### src/hw/cal_latch_regs.svh
`ifndef CAL_LATCH_REGS_SVH
`define CAL_LATCH_REGS_SVH

// Register byte offsets
`define REG_CTRL_OFS 8'h00
`define REG_LATCHED_OFS 8'h04
`define REG_STATUS_OFS 8'h08
`define REG_DIV_OFS 8'h0c

// Control register fields
`define CTRL_SEL_LSB 0
`define CTRL_SEL_MSB 1
`define CTRL_GAIN 2
`define CTRL_STROBE 3
`define CTRL_RESET_N 4
`define CTRL_EXT_EN 5

// Status register fields
`define STAT_OSC 0
`define STAT_LOCKED 1
`define STAT_SYNC_IN 2

// Reset values
`define CTRL_RESET_VAL 8'h10

// Timing: 40 MHz clock, 50 kHz nominal oscillator, toggle at twice that rate
`define CLK_HZ 40000000
`define OSC_HZ 50000
`define OSC_HALF_CYCLES ((`CLK_HZ / `OSC_HZ) / 2)
`define LOCK_TIMEOUT_CYCLES (`OSC_HALF_CYCLES * 4)

`endif

### src/hw/cal_latch_pkg.sv
package cal_latch_pkg;
  typedef enum logic [1:0] {
    SRC_COMMON,
    SRC_REF_LOW,
    SRC_REF_HIGH,
    SRC_SIGNAL
  } source_t;

  typedef enum logic {
    GAIN_HALF,
    GAIN_FIFTY
  } gain_t;
endpackage

### src/hw/sync_oscillator.sv
`timescale 1ns/100ps
`include "cal_latch_regs.svh"

// Free-running 50 kHz oscillator that phase-locks to a sync clock edge
module sync_oscillator (
  input wire logic clk,
  input wire logic rstn,
  input wire logic sync_rise,
  input wire logic [15:0] half_period,
  output logic osc_out,
  output logic locked
);
  logic [15:0] cnt_r;
  logic osc_r;
  logic locked_r;
  logic [17:0] idle_r;
  wire logic wrap;
  wire logic idle_expired;

  // Counter wraps at the programmed half period; a sync edge restarts the phase
  assign wrap = (cnt_r >= half_period - 16'h0001);
  assign idle_expired = (idle_r == 18'(`LOCK_TIMEOUT_CYCLES));

  // Runs from reset release with no enable
  always_ff @(posedge clk or negedge rstn) begin
    if (!rstn) begin
      cnt_r <= 16'h0000;
      osc_r <= 1'b0;
    end else if (sync_rise) begin
      cnt_r <= 16'h0000;
      osc_r <= 1'b1;
    end else if (wrap) begin
      cnt_r <= 16'h0000;
      osc_r <= ~osc_r;
    end else begin
      cnt_r <= cnt_r + 16'h0001;
    end
  end

  // Lock drops if sync edges stop, so the oscillator falls back to free running
  always_ff @(posedge clk or negedge rstn) begin
    if (!rstn) begin
      idle_r <= 18'h00000;
      locked_r <= 1'b0;
    end else if (sync_rise) begin
      idle_r <= 18'h00000;
      locked_r <= 1'b1;
    end else if (idle_expired) begin
      locked_r <= 1'b0;
    end else begin
      idle_r <= idle_r + 18'h00001;
    end
  end

  assign osc_out = osc_r;
  assign locked = locked_r;
endmodule

### src/hw/calibration_select_latch.sv
// Added by the designer: the Avalon-MM slave port and the address map.
`timescale 1ns/100ps
`include "cal_latch_regs.svh"

// Function
// - Two select pins choose source, gain pin chooses gain
// - Oscillator free-runs from reset at 50kHz
// - Shared sync clock locks oscillator phase
// - External clock on sync input drives oscillator
module calibration_select_latch (
  input wire logic clk,
  input wire logic rstn,
  input wire logic [3:0] avs_address,
  input wire logic avs_read,
  input wire logic avs_write,
  input wire logic [31:0] avs_writedata,
  input wire logic [3:0] avs_byteenable,
  output logic [31:0] avs_readdata,
  output logic avs_waitrequest,
  input wire logic input_sel_lsb,
  input wire logic input_sel_msb,
  input wire logic gain_sel,
  input wire logic latch_strobe,
  input wire logic latch_rst_n,
  input wire logic sync_clock_in,
  output cal_latch_pkg::source_t source_sel,
  output cal_latch_pkg::gain_t gain_out,
  output logic osc_out,
  output logic osc_locked
);
  // Pin synchronisers: first stage read only by second stage
  logic [4:0] pin_s1_r;
  logic [4:0] pin_s2_r;
  logic sync_d_r;
  // Software control: select, gain, strobe, latch reset, sync enable
  logic [7:0] ctrl_r;
  logic [7:0] ctrl_nxt;
  logic [15:0] div_r;
  logic [15:0] div_nxt;
  logic strobe_prev_r;
  logic ack_r;
  logic [31:0] rdata_r;
  logic [1:0] sel_r;
  logic gain_r;

  wire logic req;
  wire logic wr_ctrl;
  wire logic wr_div;
  wire logic hit_ctrl;
  wire logic hit_latched;
  wire logic hit_status;
  wire logic hit_div;
  wire logic [1:0] pin_sel;
  wire logic pin_gain;
  wire logic pin_strobe;
  wire logic pin_rst_n;
  wire logic [1:0] ctrl_sel;
  wire logic ctrl_gain;
  wire logic ctrl_strobe;
  wire logic ctrl_rst_n;
  wire logic ctrl_ext_en;
  wire logic [1:0] eff_sel;
  wire logic eff_gain;
  wire logic eff_strobe;
  wire logic eff_rst_n;
  wire logic strobe_rise;
  wire logic sync_rise;
  wire logic [2:0] latched_word;
  wire logic [2:0] status_word;
  wire logic [31:0] rd_mux;
  wire logic osc_w;
  wire logic locked_w;

  // Merge a byte-enabled write into an 8-bit lane
  function automatic logic [7:0] merge8(input logic [7:0] old, input logic [7:0] nw,
                                        input logic en);
    merge8 = en ? nw : old;
  endfunction

  // Word address against a byte offset; the two low byte bits are implied
  function automatic logic reg_hit(input logic [3:0] addr, input logic [7:0] ofs);
    reg_hit = ({2'b00, addr, 2'b00} == ofs);
  endfunction

  // Pins cross two flops before use
  always_ff @(posedge clk or negedge rstn) begin
    if (!rstn) begin
      pin_s1_r <= 5'h10;
      pin_s2_r <= 5'h10;
    end else begin
      pin_s1_r <= {latch_rst_n, latch_strobe, gain_sel, input_sel_msb, input_sel_lsb};
      pin_s2_r <= pin_s1_r;
    end
  end

  // Sync input gets its own pair so edge detection sees only the second stage
  logic sync_s1_r;
  logic sync_s2_r;
  always_ff @(posedge clk or negedge rstn) begin
    if (!rstn) begin
      sync_s1_r <= 1'b0;
      sync_s2_r <= 1'b0;
      sync_d_r <= 1'b0;
    end else begin
      sync_s1_r <= sync_clock_in;
      sync_s2_r <= sync_s1_r;
      sync_d_r <= sync_s2_r;
    end
  end

  // Pin fields after the second sync stage
  assign pin_sel = pin_s2_r[1:0];
  assign pin_gain = pin_s2_r[2];
  assign pin_strobe = pin_s2_r[3];
  assign pin_rst_n = pin_s2_r[4];

  // Software copies of the same controls
  assign ctrl_sel = ctrl_r[`CTRL_SEL_MSB:`CTRL_SEL_LSB];
  assign ctrl_gain = ctrl_r[`CTRL_GAIN];
  assign ctrl_strobe = ctrl_r[`CTRL_STROBE];
  assign ctrl_rst_n = ctrl_r[`CTRL_RESET_N];
  assign ctrl_ext_en = ctrl_r[`CTRL_EXT_EN];

  // Pin and software paths combine: either can strobe, either can clear
  assign eff_sel = pin_sel | ctrl_sel;
  assign eff_gain = pin_gain | ctrl_gain;
  assign eff_strobe = pin_strobe | ctrl_strobe;
  assign eff_rst_n = pin_rst_n & ctrl_rst_n;
  assign strobe_rise = eff_strobe & ~strobe_prev_r;
  // Sync edges ignored unless enabled, so a floating pin cannot disturb timing
  assign sync_rise = ctrl_ext_en & sync_s2_r & ~sync_d_r;

  // Previous strobe level; resets to the idle low level so reset gives no false edge
  always_ff @(posedge clk or negedge rstn) begin
    if (!rstn) begin
      strobe_prev_r <= 1'b0;
    end else begin
      strobe_prev_r <= eff_strobe;
    end
  end

  // Select and gain latch: clear dominates, rising strobe loads, else hold
  always_ff @(posedge clk or negedge rstn) begin
    if (!rstn) begin
      sel_r <= 2'h0;
      gain_r <= 1'b0;
    end else if (!eff_rst_n) begin
      sel_r <= 2'h0;
      gain_r <= 1'b0;
    end else if (strobe_rise) begin
      sel_r <= eff_sel;
      gain_r <= eff_gain;
    end
  end

  // Latched codes drive the source mux and the amplifier directly
  assign source_sel = cal_latch_pkg::source_t'(sel_r);
  assign gain_out = cal_latch_pkg::gain_t'(gain_r);

  // Avalon slave: one wait cycle, then the access completes with waitrequest low
  assign req = (avs_read | avs_write) & ~ack_r;
  assign avs_waitrequest = ~ack_r;
  // Address decode, shared by the write strobes and the readback
  assign hit_ctrl = reg_hit(avs_address, `REG_CTRL_OFS);
  assign hit_latched = reg_hit(avs_address, `REG_LATCHED_OFS);
  assign hit_status = reg_hit(avs_address, `REG_STATUS_OFS);
  assign hit_div = reg_hit(avs_address, `REG_DIV_OFS);
  // Writes land on the edge at which the master sees waitrequest low, never before
  assign wr_ctrl = avs_write & ack_r & hit_ctrl;
  assign wr_div = avs_write & ack_r & hit_div;

  always_comb begin
    ctrl_nxt = ctrl_r;
    div_nxt = div_r;
    if (wr_ctrl) begin
      ctrl_nxt = merge8(ctrl_r, avs_writedata[7:0], avs_byteenable[0]);
    end
    if (wr_div) begin
      div_nxt[7:0] = merge8(div_r[7:0], avs_writedata[7:0], avs_byteenable[0]);
      div_nxt[15:8] = merge8(div_r[15:8], avs_writedata[15:8], avs_byteenable[1]);
    end
  end

  // Readback: latched state and oscillator status; unmapped reads zero
  assign latched_word = {gain_r, sel_r};
  assign status_word = {sync_s2_r, locked_w, osc_w};
  assign rd_mux =
    hit_ctrl ? {24'h000000, ctrl_r} :
    hit_latched ? {29'h00000000, latched_word} :
    hit_status ? {29'h00000000, status_word} :
    hit_div ? {16'h0000, div_r} :
    32'h00000000;

  always_ff @(posedge clk or negedge rstn) begin
    if (!rstn) begin
      ctrl_r <= `CTRL_RESET_VAL;
      div_r <= 16'(`OSC_HALF_CYCLES);
      ack_r <= 1'b0;
      rdata_r <= 32'h00000000;
    end else begin
      ctrl_r <= ctrl_nxt;
      div_r <= div_nxt;
      ack_r <= req;
      if (req && avs_read) begin
        rdata_r <= rd_mux;
      end
    end
  end

  // Read data from a flop, standing while waitrequest is low
  assign avs_readdata = rdata_r;

  // Oscillator, locked to the sync input when enabled
  sync_oscillator u_osc (
    .clk(clk),
    .rstn(rstn),
    .sync_rise(sync_rise),
    .half_period(div_r),
    .osc_out(osc_w),
    .locked(locked_w)
  );

  // Oscillator outputs come straight from its flops
  assign osc_out = osc_w;
  assign osc_locked = locked_w;
endmodule

### config.mk
export PLATFORM = sky130hd
export DESIGN_NAME = calibration_select_latch
export DESIGN_NICKNAME = d
export VERILOG_FILES = /design/src/hw/cal_latch_pkg.sv /design/src/hw/sync_oscillator.sv /design/src/hw/calibration_select_latch.sv
export VERILOG_INCLUDE_DIRS = /design/src /design/src/hw
export SDC_FILE = /design/constraint.sdc
export NUM_CORES = 1
export LEC_CHECK = 0
export BUFFER_PORTS_ARGS = -buffer_cell sky130_fd_sc_hd__clkbuf_2
export CAP_MARGIN = 20
export CORE_UTILIZATION = 45
export CTS_CLUSTER_DIAMETER = 200
export DETAILED_ROUTE_END_ITERATION = 7
export GPL_TIMING_DRIVEN = 0
export PLACE_DENSITY = 0.68
export REMOVE_ABC_BUFFERS = 1
export SETUP_SLACK_MARGIN = 0.4
export SYNTH_ARGS = -nofsm -noshare
export SYNTH_HDL_FRONTEND = slang
export SYNTH_SLANG_ARGS = --single-unit
### constraint.sdc
create_clock -name clk -period 4.14 [get_ports clk]
set_input_delay 0.207 -clock clk [delete_from_list [all_inputs] [get_ports clk]]
set_output_delay 0.207 -clock clk [all_outputs]
set_load 0.005 [all_outputs]
==> results of run 1 <==
[sequential cells by signal (all words and copies together), names as in the netlist]
name	count
ctrl_r	8
sync_s2_r	1
u_osc.idle_r	18
sync_d_r	1
sync_s1_r	1
u_osc.cnt_r	16
pin_s1_r	5
u_osc.locked	1
u_osc.osc_out	1
div_r	16
gain_out	1
pin_s2_r	5
avs_readdata	16
ack_r	1
strobe_prev_r	1
source_sel	2
[synth_stat cells (4+ instances only)]
cell / count / area, um^2
a211oi_1: 4 / 30.03
a21oi_1: 7 / 35.03
a22oi_1: 5 / 37.54
and3_1: 5 / 31.28
and4_1: 5 / 43.79
buf_4: 16 / 120.1
clkbuf_1: 6 / 22.52
dfrtp_1: 88 / 2202
dfstp_2: 6 / 157.7
ha_1: 20 / 250.2
inv_1: 9 / 33.78
mux2_2: 23 / 259.0
nand2_1: 49 / 183.9
nand3_1: 12 / 60.06
nand4_1: 7 / 43.79
nor2_1: 49 / 183.9
nor3_1: 13 / 65.06
nor4_1: 6 / 37.54
o21ai_0: 22 / 110.1
xnor2_1: 19 / 166.4
xor2_1: 24 / 210.2
[per-layer routing]
| metal | global-route usage [%] | wire, um | up-vias |
|---|---|---|---|
| li1 | - | - | 1566 |
| met1 | 24.33 | 4019 | 1554 |
| met2 | 28.97 | 4250 | 56 |
| met3 | 4.610 | 278 | 7 |
| met4 | 3.956 | 49 | 0 |
| met5 | 0 | 0 | - |
[cells by family (layout without fill, tap and decap cells)]
kind of cell	Yosys count	after routing	synth area share, %
XOR/XNOR	43	43	8.269
adder cells (fa/ha/maj)	20	20	5.495
flip-flops	94	94	51.81
buffers and inverters	34	92	4.203
AND/OR/NAND/NOR	158	158	16.62
multiplexers	27	27	7.390
other	1	16	0.08234
AO/OA/AOI/OAI	45	45	6.127
[power by group through the flow]
stage | clock [uW] | sequential (uW) | combinational (uW)
floorplan | 0 | 1150 | 353
global placement | 0 | 1180 | 460
detailed placement | 0 | 1190 | 504
CTS | 595 | 1170 | 514
global route | 627 | 1190 | 611
finish | 574 | 1170 | 526
[final timing paths]
| check | endpoint | slack [ps] | cells past startpoint |
|---|---|---|---|
| setup / recovery | u_osc.osc_out | 680 | 11 |
| hold reg to reg | pin_s2_r[0] | 360 | 0 |
| setup reg to reg | u_osc.osc_out | 680 | 11 |
| max in group asynchronous | pin_s2_r[4] | 3020 | 3 |
| hold / removal | div_r[10] | 70 | 2 |
| min in group asynchronous | u_osc.cnt_r[14] | 420 | 2 |
[critical path, delay by kind of cell (launching register included)]
family,cells,cell delay (ps)
AND/OR/NAND/NOR,5,1480
AO/OA/AOI/OAI,2,560
flip-flops,1,460
adder cells (fa/ha/maj),1,270
multiplexers,1,260
buffers and inverters,1,180
XOR/XNOR,1,140
[timing repair]
action                                 4_1_cts  5_1_grt
gates resized for setup                      2        0
setup buffers                                0        3
endpoints found under the hold margin       46        0
pin swaps                                    0        1
hold buffers                                 7        0
setup endpoints to repair                    1        1
[through the flow]
| stage | setup slack [ps] | instances |
|---|---|---|
| finish | 675.1 | 628 |
| global route | 436.3 | 628 |
| CTS | 465.2 | 624 |
| detailed placement | 198.4 | 601 |
| global placement | 134.1 | 598 |
| floorplan | 596.0 | 412 |
[area by class of cell]
type / count / area [um^2]
clock inverters: 6 / 53.80
multi-input cells: 309 / 2082
clock buffers: 10 / 127.6
inverters: 9 / 33.78
fillers: 856 / 4536
flip-flops and latches: 94 / 2360
repair buffers: 67 / 415.4
well taps: 133 / 166.4
==> results.json, run 1 <==
{
  "cts_buffer_depth": 2,
  "end_kind": "register",
  "area_growth_pct": 15.03,
  "worst_pin_slew_ps": 881.5,
  "mostFrequentLayoutCells": "88 x dfrtp_1, 53 x clkbuf_2, 49 x nand2_1, 49 x nor2_1, 24 x xor2_1",
  "synthFlopType": "dfrtp_1",
  "ant_nets": 0,
  "start_util_pct": 46.59,
  "tritoncts": "done",
  "h-tree-depth": 3,
  "cp_slowest_cell": "or4_4",
  "drtPass1Iterations": 4,
  "critPathMaxFanout": 7,
  "wl_per_cell_um": 13.69,
  "internal_power_uw": 1523,
  "crit_top_cell": "or4_4",
  "ir_drop_uv": 328.2,
  "power_uw": 2270,
  "coreArea_mm2": 0.009774,
  "drt-initial-drc-count": 105,
  "syn_area_per_cell_um2": 10.79,
  "fin_util_pct": 53.60,
  "cp-start-kind": "register",
  "clkPwrFrac_pct": 25.3,
  "cts_sinks": 94,
  "ys_ff_latch": 94,
  "critPathRequiredTime_ps": 4390,
  "layout_commonest_cell": "dfrtp_1",
  "vias": 3183,
  "place_area_mm2": 0.004954,
  "place.gp.congestion": 0.7649,
  "post-route-drc-count": 0,
  "p_seq_share_pct": 51.5,
  "finalCriticalPeriod_ps": 3465,
  "maxCapViolCount": 0,
  "grt_pass1_wl_um": 14580,
  "yosys_warnings": 0,
  "clkLatencyLatePin_ps": 370,
  "diodes": 0,
  "cts-root-buf": "clkbuf_8",
  "cts_buffers": 9,
  "pin_count": 88,
  "cp-startpoint": "div_r[5]",
  "tns_ps": 0,
  "synth_cell_types": 38,
  "crit_type": "reg2reg",
  "ys_seq_area_share_pct": 51.81,
  "path_clk_slew_ps": 90,
  "grt_pass1_vias": 3045,
  "p_sw_uw": 747.6,
  "hold_class": "in2reg",
  "netlist_instances": 422,
  "die_area_mm2": 0.01053,
  "r2r-start": "div_r[5]",
  "grt_max_degree": 51,
  "postLayoutCellArea_mm2": 0.005239,
  "combinationalPowerShare_pct": 23.2,
  "fin_crit_sh_pct": 83.69,
  "track_usage_pct": 17.93,
  "run_status": "finished, final reports clean",
  "max_slew_margin_pct": 41.09,
  "layout-drive-gt1-share_pct": 23.43,
  "antenna_found_initial": 0,
  "pwr_density_cell_mw_per_mm2": 433.4,
  "drv_slew": 0,
  "fin_worst_skew_ps": 13.57,
  "p_leak_uw": 0.002471,
  "routed_wl_um": 8598,
  "rsz0062_at_grt": "no",
  "nets": 560,
  "grt-ovfl-total": 0,
  "final-hold-violation-count": 0,
  "fp.dieH_um": 102.6,
  "io_buffers": 53,
  "netlist_area_mm2": 0.004554,
  "crit_chain": "or4_4 -> or4_4 -> nor3b_2 -> xnor2_1 -> ha_1 -> nand2_1 -> nor2_1 -> a2111oi_2 -> o41ai_4 -> buf_4 -> mux2_2",
  "synth_edf_count": 0,
  "row_count": 36,
  "via_per_inst": 5.068,
  "cp_slowest_stage_delay_ps": 530,
  "async_reset_ff_share_pct": 100.0,
  "timing.hold.ws_ps": 71.26,
  "finalSetupViolations": 0,
  "cp.arrival_ps": 3720,
  "hpwlAfterDp_um": 6286,
  "p_sw_share_pct": 32.93,
  "min-delay-start": "avs_writedata[10]",
  "fmax_ghz": 0.2886,
  "die_w_um": 102.6
}
No activity file was read; power rests on OpenSTA's default activity.
==> run 2, diff against run 1 <==
--- a/config.mk
+++ b/config.mk
@@ -6,13 +6,14 @@
 export SDC_FILE = /design/constraint.sdc
 export NUM_CORES = 1
 export LEC_CHECK = 0
+export ABC_AREA = 1
 export BUFFER_PORTS_ARGS = -buffer_cell sky130_fd_sc_hd__clkbuf_2
 export CAP_MARGIN = 20
 export CORE_UTILIZATION = 45
 export CTS_CLUSTER_DIAMETER = 200
 export DETAILED_ROUTE_END_ITERATION = 7
 export GPL_TIMING_DRIVEN = 0
-export PLACE_DENSITY = 0.68
+export PLACE_DENSITY = 0.67
 export REMOVE_ABC_BUFFERS = 1
 export SETUP_SLACK_MARGIN = 0.4
 export SYNTH_ARGS = -nofsm -noshare
==> constraint.sdc (replaced) <==
create_clock -name clk -period 3.22 [get_ports clk]
set_input_delay 0.161 -clock clk [delete_from_list [all_inputs] [get_ports clk]]
set_output_delay 0.161 -clock clk [all_outputs]
set_load 0.005 [all_outputs]
==> run 2 against run 1 <==
Final area increased by 8.9%. Via count increased by 26%. Utilization fell by 0.97 points. Synthesized cell count grew 40%. Non-clock buffer count up 1. Total power rose by 39%. Clock skew shrank 4.4 ps. Synthesized area is 9.7% higher. Final cell count grew 28%. Sequential power increased by 30%. Clock-buffer cell count increased by 1. Register-to-register slack got worse by 20 ps. Largest cell class unchanged.
==> results.json, run 2 <==
{
  "run_status": "finished, final reports clean",
  "r2r_slack_ps": 650,
  "diodes": 0,
  "ff2ff_path_depth": 15,
  "netlist_area_mm2": 0.004997,
  "finalCriticalPeriod_ps": 2566,
  "synthSimpleGateAreaFrac_pct": 25.06,
  "layout_commonest_cell": "nand2_1",
  "grt_pass1_wl_um": 17640,
  "cp-start-kind": "register",
  "mostFrequentLayoutCells": "118 x nand2_1, 88 x dfrtp_1, 77 x inv_1",
  "layout-drive-gt1-share_pct": 18.47,
  "vias": 4000,
  "ant_nets": 0,
  "async_reset_ff_share_pct": 100.0,
  "power_uw": 3161,
  "fillers": 1019,
  "via_per_inst": 4.963,
  "clkLatencyLatePin_ps": 370,
  "grt_pass1_vias": 3846,
  "ys_seq_area_share_pct": 47.22,
  "critical_path_buf_inv_count": 3,
  "synth_top_area_cell": "dfrtp_1",
  "crit_chain": "nor2_1 -> nand2_1 -> nor2_2 -> nand4_1 -> xor2_1 -> inv_1 -> ha_1 -> nand2_1 -> inv_1 -> o21ai_1 -> nand3_1 -> nor2_2 -> buf_4 -> nand3_1 -> nor2_1",
  "ys_ff_latch": 94,
  "place.gp.congestion": 0.8423,
  "end_kind": "register",
  "cp_slowest_stage_delay_ps": 460,
  "synth_top_family_by_area": "simple AND/OR/NAND/NOR gates",
  "track_usage_pct": 19.69,
  "synthFlopType": "dfrtp_1",
  "grt_max_degree": 51,
  "finalSetupViolations": 0,
  "crit_family": "simple AND/OR/NAND/NOR gates",
  "routed_wl_um": 10480,
  "syn_area_per_cell_um2": 8.456,
  "hpwlAfterDp_um": 7760,
  "netlist_instances": 591,
  "max_slew_margin_pct": 53.43,
  "muxShareOfSynthArea_pct": 0.2003,
  "yosys_warnings": 0,
  "min_path_cells": 3,
  "drtPass1Iterations": 4,
  "regMostFlops": "u_osc.idle_r",
  "drv_slew": 0,
  "row_count": 38,
  "tritoncts": "done",
  "post-route-drc-count": 0,
  "cts_buffers": 9,
  "pwr_density_cell_mw_per_mm2": 554.1,
  "nets": 731,
  "largest_register_ffs": 18,
  "drt-initial-drc-count": 201,
  "yosysMostFrequentCell": "nand2_1",
  "p_leak_uw": 0.002916,
  "antenna_found_initial": 0,
  "fin_crit_sh_pct": 79.70,
  "grt-ovfl-total": 0,
  "synth_xor_area_share_pct": 4.206,
  "cts-root-buf": "clkbuf_8",
  "synth_adder_area_share_pct": 5.008,
  "synth_cell_types": 39,
  "die_area_mm2": 0.01153,
  "maxCapViolCount": 0,
  "die_w_um": 107.4,
  "io_buffers": 53,
  "fp.dieH_um": 107.4,
  "final-hold-violation-count": 0,
  "r2r-start": "div_r[2]",
  "ir_drop_uv": 227.3,
  "synth_edf_count": 0,
  "path_clk_slew_ps": 90,
  "critPathMaxFanout": 5,
  "multi_input_area_mm2": 0.002253,
  "r2r_end": "u_osc.cnt_r[6]",
  "synth.top_cell.area_share_pct": 44.07,
  "ys_top_cells_by_area": "dfrtp_1 44%, nand2_1 8.9%, inv_1 5.9%",
  "fmax_ghz": 0.3896,
  "cp_slowest_cell": "dfrtp_1",
  "fin_worst_skew_ps": 9.191,
  "worst_pin_slew_ps": 696.8,
  "tns_ps": 0,
  "hold_class": "in2reg",
  "cts_sinks": 94,
  "synth_top_cells_by_count": "119 x nand2_1, 88 x dfrtp_1, 79 x inv_1",
  "start_util_pct": 46.10,
  "pin_count": 88,
  "hold_end": "ctrl_r[4]",
  "coreArea_mm2": 0.01084,
  "area_growth_pct": 14.17,
  "cp.arrival_ps": 2870,
  "wl_per_cell_um": 13.00,
  "critPathRequiredTime_ps": 3520,
  "min-delay-start": "avs_writedata[4]",
  "synth_compound_area_share_pct": 8.738,
  "h-tree-depth": 3,
  "layout.area.seq_mm2": 0.002360,
  "rsz0062_at_grt": "yes",
  "cts_buffer_depth": 2,
  "crit_type": "reg2reg"
}
run 2: routing by layer:
layer,global-route usage (%),part of all wire [%]
met5,0,0
met4,8.219,1.5
met3,2.845,3.6
met2,31.98,48
met1,26.37,47
run 2: what timing repair did:
item | 4_1_cts | 5_1_grt
hold endpoints to repair | 44 | 0
hold buffers | 7 | 0
cloned | 0 | 0
pin swaps | 1 | 4
buffers inserted | 2 | 5
gates resized for setup | 1 | 8
setup endpoints to repair | 14 | 17
run 2: logic make-up after synthesis:
group,Yosys count
buffers and inverters,106
adder cells (fa/ha/maj),20
XOR/XNOR,24
AND/OR/NAND/NOR,270
multiplexers,1
other,1
flip-flops,94
AO/OA/AOI/OAI,75
run 2: power breakdown:
part	leakage [uW]	switching (uW)	internal [uW]
clock network	0.0000939	420	363
registers	0.00120	171	1350
logic	0.00163	503	355
run 2: tightest hold or removal path, delay by kind of cell:
family	cells	cell delay, ps
compound gates	1	70
buf+inv	2	140
run 2: worst max-delay path by stage:
| stage | startpoint | to | slack, ps | cells past startpoint |
|---|---|---|---|---|
| finish | div_r[2] | u_osc.cnt_r[6] | 650 | 15 |
| detailed placement | div_r[0] | u_osc.osc_out | 310 | 18 |
| global route | div_r[0] | u_osc.cnt_r[6] | 400 | 18 |
| global placement | div_r[0] | u_osc.osc_out | 390 | 18 |
| CTS | div_r[0] | u_osc.cnt_r[6] | 420 | 18 |
| floorplan | div_r[0] | u_osc.osc_out | 850 | 18 |
run 2: layout make-up:
cell class                      instances  area share, %
Timing Repair Buffer                   68          7.325
Clock buffer                           11          2.303
Sequential cell                        94          41.36
Inverter                               82          5.395
Multi-Input combinational cell        406          39.50
Clock inverter                          5          1.053
Tap cell                              140          3.070
run 2: through the flow:
stage / instance area, um^2 / instances / utilization [%] / worst slack (ps) / hold slack, ps
after floorplan: 4887 / 582 / - / 849.9 / -134.6
after global placement: 5328 / 775 / 49.15 / 390.5 / 250.3
after detailed placement: 5358 / 776 / 49.42 / 310.7 / 250.7
after CTS: 5639 / 801 / 52.02 / 418.2 / 0.5902
after global routing: 5705 / 806 / 52.63 / 396.0 / 19.85
final: 5705 / 806 / 52.63 / 653.5 / 12.21
==> run 3, diff against run 2 <==
--- a/config.mk
+++ b/config.mk
@@ -13,7 +13,7 @@
 export CTS_CLUSTER_DIAMETER = 200
 export DETAILED_ROUTE_END_ITERATION = 7
 export GPL_TIMING_DRIVEN = 0
-export PLACE_DENSITY = 0.67
+export PLACE_DENSITY = 0.7
 export REMOVE_ABC_BUFFERS = 1
 export SETUP_SLACK_MARGIN = 0.4
 export SYNTH_ARGS = -nofsm -noshare
==> constraint.sdc (replaced) <==
create_clock -name clk -period 2.1 [get_ports clk]
set_input_delay 0.105 -clock clk [delete_from_list [all_inputs] [get_ports clk]]
set_output_delay 0.105 -clock clk [all_outputs]
set_load 0.005 [all_outputs]
==> run 3 against run 2 <==
The flow now finishes with violations (setup timing). Clock-buffer cell count down 2. Critical path depth up 2. First-iteration DRC count down 6.0%. Via count up 3.3%. Sequential power up 53%. Sequential cell count unchanged. Maximum frequency up 1.6%. Final area up 8.9%. Routed wire length up 4.2%. Die area unchanged. Worst hold slack better by 6.8 ps. Utilization up 4.7 points.
==> results.json, run 3 (synthesized netlist as in run 2, its figures left out) <==
{
  "run_status": "finished, violations left",
  "violations": "setup timing",
  "cts-root-buf": "clkbuf_8",
  "routed_wl_um": 10920,
  "ff2ff_path_depth": 17,
  "area_growth_pct": 24.39,
  "cts_buffer_depth": 2,
  "finalSetupViolations": 17,
  "fmax_ghz": 0.3961,
  "vias": 4133,
  "p_leak_uw": 0.003110,
  "rsz0062_at_grt": "yes",
  "diodes": 0,
  "drv_slew": 0,
  "layout_commonest_cell": "nand2_1",
  "crit_type": "reg2reg",
  "critPathRequiredTime_ps": 2350,
  "cts_buffers": 9,
  "path_clk_slew_ps": 90,
  "combinationalPowerShare_pct": 29.7,
  "io_buffers": 53,
  "via_per_inst": 4.926,
  "ir_drop_uv": 381.0,
  "layout-drive-gt1-share_pct": 24.89,
  "antenna_found_initial": 0,
  "hold_class": "in2reg",
  "start_util_pct": 46.10,
  "critPathMaxFanout": 7,
  "maxCapViolCount": 0,
  "crit_chain": "nor2_4 -> nand2_2 -> nor2_4 -> buf_6 -> buf_4 -> nand2_1 -> xor2_1 -> ha_1 -> nand2_1 -> inv_1 -> o21ai_2 -> a21oi_4 -> nor2_4 -> buf_6 -> nand2_8 -> nand2_2 -> nand2_1",
  "cts_sinks": 94,
  "drtPass1Iterations": 5,
  "internal_power_uw": 3438,
  "nets": 764,
  "finalCriticalPeriod_ps": 2525,
  "timing.hold.ws_ps": 18.99,
  "h-tree-depth": 3,
  "post-route-drc-count": 0,
  "drt-initial-drc-count": 189,
  "grt_max_degree": 58,
  "p_sw_uw": 1770,
  "final-hold-violation-count": 0,
  "mostFrequentLayoutCells": "113 x nand2_1, 86 x dfrtp_1, 72 x inv_1",
  "cp_slowest_stage_delay_ps": 480,
  "grt_pass1_vias": 3864,
  "worst_pin_slew_ps": 727.7,
  "pwr_density_cell_mw_per_mm2": 837.8,
  "fin_crit_sh_pct": 120.2,
  "ant_nets": 0,
  "wl_per_cell_um": 13.02,
  "p_sw_share_pct": 33.98,
  "fin_worst_skew_ps": 11.91,
  "fillers": 928,
  "cp_slowest_cell": "dfrtp_2",
  "cp-start-kind": "register",
  "hpwlAfterDp_um": 7484,
  "grt_pass1_wl_um": 17740,
  "place_area_mm2": 0.005358,
  "tritoncts": "done",
  "pin_count": 88,
  "die_w_um": 107.4,
  "die_area_mm2": 0.01153,
  "regMostFlops": "u_osc.idle_r",
  "row_count": 38,
  "max_slew_margin_pct": 51.37,
  "coreArea_mm2": 0.01084,
  "fp.dieH_um": 107.4,
  "end_kind": "register",
  "grt-ovfl-total": 0,
  "largest_register_ffs": 18,
  "clkPwrFrac_pct": 25.5,
  "place.gp.congestion": 0.8599,
  "postLayoutCellArea_mm2": 0.006216,
  "p_seq_share_pct": 44.8,
  "clkLatencyLatePin_ps": 360,
  "finalWorstSetupSlack_ps": -424.9,
  "min_path_cells": 3,
  "track_usage_pct": 19.58,
  "cp.arrival_ps": 2780
}
[run 3: metal layers]
layer  global-route usage (%)  share of wire, %  vias to the layer above  wire [um]
met5                        0                 0                        -          0
met1                    26.29                46                     1927       5044
met3                    3.692               4.1                       23        447
met4                    6.360               2.1                        0        233
met2                    31.94                48                      116       5197
li1                         -                 -                     2067          -
[run 3: area by class of cell]
| class | count | area, um^2 | area share [%] |
|---|---|---|---|
| clock buffers | 9 | 123.9 | 1.993 |
| inverters | 82 | 310.3 | 4.992 |
| multi-input cells | 407 | 2434 | 39.15 |
| clock inverters | 7 | 96.34 | 1.550 |
| repair buffers | 100 | 714.4 | 11.49 |
| well taps | 140 | 175.2 | 2.818 |
| flip-flops and latches | 94 | 2362 | 38.00 |
[run 3: final timing paths]
path,start,endpoint,slack [ps]
setup / recovery,div_r[2],u_osc.osc_out,-420
hold / removal,avs_writedata[5],ctrl_r[5],20
setup reg to reg,div_r[2],u_osc.osc_out,-420
hold reg to reg,pin_s1_r[1],pin_s2_r[1],350
max in group asynchronous,rstn,pin_s1_r[4],1110
min in group asynchronous,rstn,div_r[14],280
[run 3: repair_timing]
action                                  in CTS  in global routing
endpoints found under the setup margin      32                 28
pin swaps                                   13                 16
resized for setup                           30                 31
cloned                                       1                  0
endpoints found under the hold margin       62                  0
hold buffers                                22                  0
buffers inserted                            13                 11
[run 3: per-stage QoR]
stage / setup slack (ps) / std cells / utilization [%] / TNS [ps] / power [uW]
3_3_place_gp: -701.7 / 775 / 49.15 / -24220 / 3534
4_1_cts: -388.7 / 828 / 55.37 / -5516 / 5105
5_1_grt: -568.1 / 839 / 57.34 / -8680 / 5588
3_5_place_dp: -807.4 / 776 / 49.42 / -12250 / 3593
6_report: -424.9 / 839 / 57.34 / -6328 / 5208
2_1_floorplan: -270.1 / 582 / - / -3269 / 3229
[run 3: power by group through the flow]
stage / sequential [uW] / combinational (uW) / clock [uW]
after floorplan: 2290 / 937 / 0
after global placement: 2350 / 1180 / 0
after detailed placement: 2360 / 1240 / 0
after CTS: 2330 / 1410 / 1370
after global routing: 2380 / 1770 / 1440
final: 2330 / 1550 / 1330
[run 3: critical path, delay by kind of cell (launching register included)]
kind,cells,cell delay (ps)
AO/OA/AOI/OAI,2,260
XOR/XNOR,1,150
adder cells (fa/ha/maj),1,300
buffers and inverters,4,370
flip-flops,1,480
AND/OR/NAND/NOR,9,840
